**config.mk**
```make
export PLATFORM = sky130hd
export DESIGN_NAME = volatile_read_config
export DESIGN_NICKNAME = d
export VERILOG_FILES = /design/src/verilog/vrc_pkg.sv /design/src/verilog/burst_addr.sv /design/src/verilog/volatile_read_config.sv
export SDC_FILE = /design/constraint.sdc
export NUM_CORES = 1
export LEC_CHECK = 0
export ABC_AREA = 0
export BUFFER_PORTS_ARGS = -buffer_cell sky130_fd_sc_hd__buf_2
export CAP_MARGIN = 20
export CORE_UTILIZATION = 43
export CTS_CLUSTER_DIAMETER = 200
export DETAILED_ROUTE_END_ITERATION = 7
export HOLD_SLACK_MARGIN = 0.12
export PLACE_DENSITY = 0.85
export SYNTH_ARGS = -nofsm -noshare
export SYNTH_HDL_FRONTEND = slang
export SYNTH_SLANG_ARGS = --single-unit
```
**constraint.sdc**
```tcl
create_clock -name clk -period 2.1 [get_ports clk]
set_input_delay 0.105 -clock clk [delete_from_list [all_inputs] [get_ports clk]]
set_output_delay 0.105 -clock clk [all_outputs]
set_load 0.02 [all_outputs]
```
**src/verilog/vrc_pkg.sv**
```systemverilog
// Behaviour
// - Dummy field bits 7:4 sets dummy clocks after every fast read
// - Dummy codes 0000 and 1111 both select the default count
// - Bit 3 low enables direct fetch; high, the default, disables it
// - Feature digit 2 or 4 parts always fetch directly, bit ignored
// - Wrap codes 00, 01, 10 select 16, 32, 64 byte aligned wrap
// - Wrap code 11, the default, reads sequentially without wrap
// - Wrap address rolls from last byte of block back to first
// - New setting applies when write command completes; commands only
// - Nonvolatile bit 2 low dual, bit 3 low quad; after power-on (here sampled after every reset)
package vrc_pkg;
    localparam int DUMMY_HI = 7;
    localparam int DUMMY_LO = 4;
    localparam int FETCH_BIT = 3;
    localparam int RSVD_BIT = 2;
    localparam int WRAP_HI = 1;
    localparam int WRAP_LO = 0;
    localparam int NV_DUAL_BIT = 2;
    localparam int NV_QUAD_BIT = 3;
    localparam logic [7:0] VRC_RESET = 8'hFB;
    localparam logic [7:0] RSVD_MASK = 8'hFB;
    localparam logic [3:0] DUMMY_ZERO = 4'h0;
    localparam logic [3:0] DUMMY_ALL = 4'hF;
    // Dummy count used for both default codes, tuned for top clock rate
    localparam logic [3:0] DUMMY_DEFAULT = 4'hA;
    localparam logic [1:0] WRAP_16 = 2'h0;
    localparam logic [1:0] WRAP_32 = 2'h1;
    localparam logic [1:0] WRAP_64 = 2'h2;
    localparam logic [1:0] WRAP_SEQ = 2'h3;
    localparam logic [23:0] MASK_16 = 24'h00000F;
    localparam logic [23:0] MASK_32 = 24'h00001F;
    localparam logic [23:0] MASK_64 = 24'h00003F;
    localparam logic [23:0] ADDR_ONE = 24'h000001;
    localparam logic [23:0] MASK_NONE = 24'hFFFFFF;

    typedef enum logic [1:0] {
        PROTO_EXT,
        PROTO_DUAL,
        PROTO_QUAD
    } proto_t;

    // Read-side settings that the command logic consumes
    typedef struct packed {
        logic [3:0] dummy_cycles;
        logic direct_fetch_mode;
        logic wrap_en;
        logic [23:0] wrap_mask;
    } read_setup_t;

    // Register access commands from the serial command decoder
    typedef struct packed {
        logic wr;
        logic rd;
        logic [7:0] wdata;
    } reg_cmd_t;
endpackage
```
**src/verilog/burst_addr.sv**
```systemverilog
`timescale 1ns/1ns
module burst_addr (
    input wire logic clk,
    input wire logic sys_rst,
    input wire logic start,
    input wire logic [23:0] start_addr,
    input wire logic advance,
    input wire vrc_pkg::read_setup_t setup,
    output logic [23:0] addr
);
    logic [23:0] addr_q;
    logic [23:0] addr_d;
    logic [23:0] inc;

    // Wrap keeps high bits, increments only those inside the mask
    always_comb begin
        inc = addr_q + vrc_pkg::ADDR_ONE;
        addr_d = addr_q;
        if (start) begin
            addr_d = start_addr;
        end else if (advance) begin
            if (setup.wrap_en) begin
                addr_d = (addr_q & ~setup.wrap_mask)
                    | (inc & setup.wrap_mask);
            end else begin
                addr_d = inc;
            end
        end
    end

    always_ff @(posedge clk) begin
        if (sys_rst) begin
            addr_q <= '0;
        end else begin
            addr_q <= addr_d;
        end
    end

    assign addr = addr_q;
endmodule

```
**src/verilog/volatile_read_config.sv**
```systemverilog
`timescale 1ns/1ns
module volatile_read_config #(
    parameter logic FEATURE_FORCE_FETCH = 1'b0
) (
    input wire logic clk,
    input wire logic sys_rst,
    input wire vrc_pkg::reg_cmd_t cmd,
    input wire logic [7:0] nv_config,
    input wire logic burst_start,
    input wire logic [23:0] burst_start_addr,
    input wire logic burst_advance,
    output logic [7:0] rdata,
    output logic rdata_valid,
    output vrc_pkg::read_setup_t setup,
    output vrc_pkg::proto_t protocol,
    output logic [23:0] burst_addr_out
);
    // Stored register image, reserved bit already cleared
    logic [7:0] vrc_q;
    logic [7:0] vrc_d;

    // Readback holding register and its one-cycle strobe
    logic [7:0] rdata_q;
    logic [7:0] rdata_d;
    logic rvalid_q;
    logic rvalid_d;

    // Decoded read-side settings handed to the command logic
    vrc_pkg::read_setup_t setup_q;
    vrc_pkg::read_setup_t setup_d;

    // Line protocol, sampled once per reset from the straps
    vrc_pkg::proto_t proto_q;
    vrc_pkg::proto_t proto_d;
    logic proto_taken_q;
    logic proto_taken_d;

    // Command qualifiers and filtered write data
    logic write_hit;
    logic read_hit;
    logic [7:0] wdata_clean;

    // Fields of the value the register holds after this edge
    logic [3:0] dummy_f;
    logic fetch_off_f;
    logic [1:0] wrap_f;
    logic dummy_is_default;

    // Active-low strap bits of the nonvolatile image
    logic quad_strap_n;
    logic dual_strap_n;

    // Command strobes split out of the carrier
    assign write_hit = cmd.wr;
    assign read_hit = cmd.rd;

    // Per-bit write filter; the reserved position is tied low so
    // nothing the host sends can ever be stored there
    for (genvar i = 0; i < $bits(vrc_d); i++) begin : g_wbit
        if (i == vrc_pkg::RSVD_BIT) begin : g_rsvd
            assign wdata_clean[i] = 1'h0;
        end else begin : g_keep
            assign wdata_clean[i] = cmd.wdata[i];
        end
    end

    // Register image: only the dedicated write command changes it,
    // there is no side door from any other command
    always_comb begin
        vrc_d = vrc_q;
        if (write_hit) begin
            vrc_d = wdata_clean;
        end
    end

    // Image register, back to its default on every reset
    always_ff @(posedge clk) begin
        if (sys_rst) begin
            vrc_q <= vrc_pkg::VRC_RESET;
        end else begin
            vrc_q <= vrc_d;
        end
    end

    // Readback answers from the old image when read and write
    // collide; the host sees the new value on its next read
    always_comb begin
        rdata_d = rdata_q;
        rvalid_d = read_hit;
        if (read_hit) begin
            rdata_d = vrc_q & vrc_pkg::RSVD_MASK;
        end
    end

    // Data held until the next read so a slow host can still take it
    always_ff @(posedge clk) begin
        if (sys_rst) begin
            rdata_q <= '0;
            rvalid_q <= 1'h0;
        end else begin
            rdata_q <= rdata_d;
            rvalid_q <= rvalid_d;
        end
    end

    // Fields taken from the next image, so the settings follow the
    // write on the very edge that stores it
    assign dummy_f = vrc_d[vrc_pkg::DUMMY_HI:vrc_pkg::DUMMY_LO];
    assign fetch_off_f = vrc_d[vrc_pkg::FETCH_BIT];
    assign wrap_f = vrc_d[vrc_pkg::WRAP_HI:vrc_pkg::WRAP_LO];

    // Both end codes mean the default count
    assign dummy_is_default = (dummy_f == vrc_pkg::DUMMY_ZERO)
        || (dummy_f == vrc_pkg::DUMMY_ALL);

    // Setting decode from the next image; every output stays registered
    // with no edge of lag between write and effect
    always_comb begin
        setup_d = setup_q;
        if (dummy_is_default) begin
            setup_d.dummy_cycles = vrc_pkg::DUMMY_DEFAULT;
        end else begin
            setup_d.dummy_cycles = dummy_f;
        end
        // Forced-fetch parts ignore the bit altogether
        if (FEATURE_FORCE_FETCH) begin
            setup_d.direct_fetch_mode = 1'h1;
        end else begin
            setup_d.direct_fetch_mode = ~fetch_off_f;
        end
        setup_d.wrap_en = (wrap_f != vrc_pkg::WRAP_SEQ);
        unique case (wrap_f)
            vrc_pkg::WRAP_16: begin
                setup_d.wrap_mask = vrc_pkg::MASK_16;
            end
            vrc_pkg::WRAP_32: begin
                setup_d.wrap_mask = vrc_pkg::MASK_32;
            end
            vrc_pkg::WRAP_64: begin
                setup_d.wrap_mask = vrc_pkg::MASK_64;
            end
            vrc_pkg::WRAP_SEQ: begin
                // Full mask: the wrap step becomes a plain increment
                setup_d.wrap_mask = vrc_pkg::MASK_NONE;
            end
        endcase
    end

    // Settings read as all zero while reset is applied
    always_ff @(posedge clk) begin
        if (sys_rst) begin
            setup_q.dummy_cycles <= '0;
            setup_q.direct_fetch_mode <= 1'h0;
            setup_q.wrap_en <= 1'h0;
            setup_q.wrap_mask <= '0;
        end else begin
            setup_q <= setup_d;
        end
    end

    // Straps are low-active: a cleared bit enables that protocol
    assign quad_strap_n = nv_config[vrc_pkg::NV_QUAD_BIT];
    assign dual_strap_n = nv_config[vrc_pkg::NV_DUAL_BIT];

    // Sampled once after reset, standing in for power-on; later
    // strap edits wait for the next reset to be seen
    always_comb begin
        proto_d = proto_q;
        proto_taken_d = 1'h1;
        if (!proto_taken_q) begin
            if (!quad_strap_n) begin
                // Quad wins when both straps are cleared
                proto_d = vrc_pkg::PROTO_QUAD;
            end else if (!dual_strap_n) begin
                proto_d = vrc_pkg::PROTO_DUAL;
            end else begin
                proto_d = vrc_pkg::PROTO_EXT;
            end
        end
    end

    // Protocol and its one-shot sample flag
    always_ff @(posedge clk) begin
        if (sys_rst) begin
            proto_q <= vrc_pkg::PROTO_EXT;
            proto_taken_q <= 1'h0;
        end else begin
            proto_q <= proto_d;
            proto_taken_q <= proto_taken_d;
        end
    end

    // Burst address follows the registered settings, so a write
    // issued mid-burst changes the wrap from the next step on
    burst_addr u_burst (
        .clk(clk),
        .sys_rst(sys_rst),
        .start(burst_start),
        .start_addr(burst_start_addr),
        .advance(burst_advance),
        .setup(setup_q),
        .addr(burst_addr_out)
    );

    // Every output is a flop seen straight through
    assign rdata = rdata_q;
    assign rdata_valid = rvalid_q;
    assign setup = setup_q;
    assign protocol = proto_q;
endmodule

```
* Word-level counts from Yosys, hierarchy flattened
Index checks and enable logic that the tools add are counted.
Storage, ports and cells: register bits after elaboration 72, word-level logic and storage cells 36, output and inout port bits 65
Cells by class: bitwise logic cells 5, muxes and demuxes 9, add/subtract/negate cells 1, equality and inequality tests 5, reductions and logical operators 5
Operator list (number):
- $pmux W24 S4 | 1
- $mux W24 | 3
- $and A24 B24 Y24 | 2
- $add A24 B1 Y24 const B | 1
- $not A24 Y24 | 1
- $or A24 B24 Y24 | 1
- $mux W8 | 1
- $eq A2 B2 Y1 const B | 2
- $eq A4 B4 Y1 const B | 1
- $logic_not A4 Y1 | 1
- $mux W4 | 1
- $eq A2 B1 Y1 const B | 1
- $logic_not A2 Y1 | 1
- $mux W1 | 2
- $mux W2 | 1
- $ne A2 B2 Y1 const B | 1
- $reduce_bool A2 Y1 | 1
- $reduce_or A2 Y1 | 1
- $logic_or A1 B1 Y1 | 1
- $not A1 Y1 | 1

* Longest topological paths before layout
word-level depth 6, depth in mapped cells 6, gate-level depth less buffers 5

* Hierarchy
From an unflattened synthesis, not the netlist that was laid out.
Unflattened totals: cells, all modules 294, area, all modules 2673.8 um2
Modules (own cells, without submodules):
- burst_addr | instances 1, cells each 187, sequential area each 480.5 um2, area each 1561.5 um2
- volatile_read_config | instances 1, cells each 107, sequential area each 560.5 um2, area each 1112.3 um2

* Worst setup path before layout
Ideal clock, no wire load.
path type reg-to-reg, start register setup_q, in the netlist setup[22], end register with a tool-made name, arrival time 2.055 ns, cell stages (with the launch flop) 7, clock period less this slack 2.146 ns, path slack -0.046 ns, path buffers 2, path through dfxtp_1 > nor2b_4 > buf_6 > or3_1 > buf_2 > or4_1 > a311oi_1
RTL lines:
- start: declaration | RTL line volatile_read_config.sv:29 | vrc_pkg::read_setup_t setup_q;
- start signal: assignment | RTL line volatile_read_config.sv:157 | setup_q <= setup_d;

==> impl_metrics.py <==
metrics = {
    "final_layout": {
        "drive_above_1_share_pct": 31.2,
        "fin_cells": 476,
        "n_fill_cell": 511,
        "diodes": 0,
        "ff_latch_area_um2": 1040,
        "syn_to_final_growth_pct": 32.6,
        "layout_commonest_cell": "buf_2",
        "multi_input_area_um2": 1230,
        "final_nets": 450,
        "final_cell_mix": "buf_2, dfxtp_1, dlygate4sd3_1, nor2_1, nand2_1",
    },
    "routing": {
        "dr_total_vias": 2638,
        "drc": 0,
        "dr.max_layer_used": "met4",
        "via_per_inst": 5.54,
        "post_drt_wl_per_cell_um": 14.7,
        "met3RoutedLength_um": 610,
        "drt-met1-wl_um": 2940,
        "drtIter0Drc": 223,
        "ant_nets": 0,
        "wl_met2_um": 3230,
        "wirelength_um": 6990,
        "drtPass1Iterations": 5,
    },
    "clocking": {
        "path_clk_slew_ps": 100,
        "cts.sinks": 52,
        "htreeDepth": 2,
        "cts_buffer_depth": 2,
        "insertion_delay_ps": 310,
        "cts_tree": "yes",
        "ctsRootBufferMaster": "clkbuf_8",
        "cts_buffers": 5,
        "post-cts-setup-buffer-count": 0,
    },
    "placement": {
        "dp_cells": 439,
        "hpwl_um": 4850,
        "routabilityCongestion": 0.894,
        "portBuffers": 102,
    },
    "global_route": {
        "grt_max_degree": 25,
        "grt_pass1_vias": 2344,
        "grt_pass1_wl_um": 11000,
        "grt_antenna_before_repair": 0,
        "grt.total_usage_pct": 22.7,
        "grt_remaining_overflow": 0,
    },
    "sta": {
        "fin_crit_ps": 1920,
        "fin_crit_sh_pct": 91.6,
        "tightest_slew_ps": 682,
        "fin_skew_ps": 11.0,
        "fin_tns_setup_ps": 0,
        "finalSetupViolCount": 0,
        "relSlewSlack_pct": 54.1,
        "rsz0062_at_grt": "false",
        "drv_slew": 0,
        "finalHoldViolCount": 0,
        "clock.fmax_mhz": 520,
    },
    "floorplanning": {
        "coreArea_um2": 5570,
        "initial_core_util_pct": 45.4,
        "die_h_um": 78.7,
        "num_io_pins": 111,
        "die_w_um": 78.7,
        "die-area_um2": 6190,
        "num_rows": 27,
    },
    "setup_path": {
        "worst-path-max-fanout": 10,
        "worstSetupStartpointType": "register",
        "arrival_ps": 2140,
        "required_ps": 2320,
        "path_class": "register to register",
        "endpoint_kind": "register",
    },
    "worst_hold_path": {
        "hp-class": "input port to register",
    },
    "synth": {
        "async_flop_share_pct": 0,
        "yosys_warnings": 0,
        "synthDistinctLibCells": 47,
        "synth_edf_count": 0,
        "ys.flop_type": "dfxtp_1",
        "synth_nets": 340,
        "seq_area_frac_synth_pct": 41.1,
        "synth_seq_cells": 52,
        "synthCells": 293,
        "syn_avg_cell_area_um2": 8.63,
        "synth_area_um2": 2530,
    },
    "power_and_ir_drop": {
        "power_leakage_nw": 1.52,
        "pwr_density_cell_nw_per_um2": 657,
        "peakVddDrop_mv": 0.317,
    },
    "run": {
        "drv_cap": 0,
    },
    "outcome": {
        "status": "complete, no violations",
    },
}
through the flow:
step | total power [mW] | util (%) | hold slack, ps | setup WS, ps | area, um2
after floorplan | 1.45 | - | 221 | 63.3 | 2530
after global placement | 1.58 | 53.2 | 320 | 190 | 2970
after detailed placement | 1.59 | 53.2 | 330 | 138 | 2970
after CTS | 2.20 | 60.1 | 122 | 107 | 3350
after global routing | 2.29 | 60.2 | 149 | 55.9 | 3350
final | 2.20 | 60.2 | 125 | 176 | 3350
worst paths after layout:
kind              cells after the start  slack (ps)                    startpoint                  endpoint
setup / recovery                      5         180  u_burst.addr[0]$_SDFFE_PP0P_                  register
hold / removal                        3         130                        cmd[7]       vrc_q[7]$_SDFF_PP1_
hold reg to reg                       2         490      protocol[0]$_SDFFE_PP0N_  protocol[0]$_SDFFE_PP0N_
setup reg to reg                      5         180  u_burst.addr[0]$_SDFFE_PP0P_                  register
final cells by class:
| type | count | share of cell area, % |
|---|---|---|
| clock inverters | 3 | 0.634 |
| inverters | 12 | 1.34 |
| well taps | 72 | 2.69 |
| multi-input cells | 193 | 36.6 |
| repair buffers | 139 | 25.7 |
| clock buffers | 5 | 2.05 |
| flip-flops and latches | 52 | 31.1 |
cells in the mapped netlist (2+ instances only):
library cell,n,area share (%)
or4_1,4,1.2
nand2_1,22,3.3
o211ai_1,2,0.59
mux2i_1,14,5.5
a311oi_1,5,1.7
o22ai_1,2,0.49
or3_1,3,0.74
and3_1,5,1.2
inv_1,11,1.6
and2_1,3,0.74
o31ai_1,2,0.59
dfxtp_1,52,41
nor2b_1,3,0.74
nand3_1,12,2.4
and4_1,5,1.7
or2b_1,2,0.59
buf_4,21,6.2
clkbuf_1,11,1.6
nor3_1,7,1.4
xnor2_1,4,1.4
o21ai_0,8,1.6
a31oi_1,6,1.5
or2_2,2,0.49
nand4_1,9,2.2
nor2_1,27,4.0
xor2_1,3,1.0
a211oi_1,11,3.3
buf_2,2,0.40
a2111oi_0,3,1.0
a21oi_1,7,1.4
nor4_1,9,2.2
power by group:
group          total [mW]  internal, mW  switching (mW)
logic               0.498         0.202           0.296
clock network       0.591         0.237           0.354
registers            1.12          1.06          0.0588
total                2.20          1.50           0.709
critical path, stage by stage (launching register included):
cell and delay [ps]:
dfxtp_1 410, ha_1 190, nand4_1 150, or3_4 420, or4_1 410, a311oi_1 260
cell families after synthesis:
logic type	share of synthesized area [%]
buffers and inverters	10.6
adders and majority gates	0.494
AOI/OAI and AO/OA	15.0
xor gates and xnor gates	2.42
muxes	5.54
and+or+nand+nor	24.6
other	0.148
DFF	41.1
routing by layer:
| metal | GRT usage [%] | vias to the layer above |
|---|---|---|
| met1 | 28.5 | 1205 |
| met2 | 37.8 | 147 |
| met5 | 0 | - |
| met3 | 4.37 | 21 |
| met4 | 9.44 | 0 |
| li1 | - | 1265 |
repair_timing:
item	4_1_cts	5_1_grt
hold endpoints to repair	30	0
setup endpoints to repair	0	2
gates resized for setup	0	2
hold buffers	29	0
No activity file was read; power rests on OpenSTA's default activity.
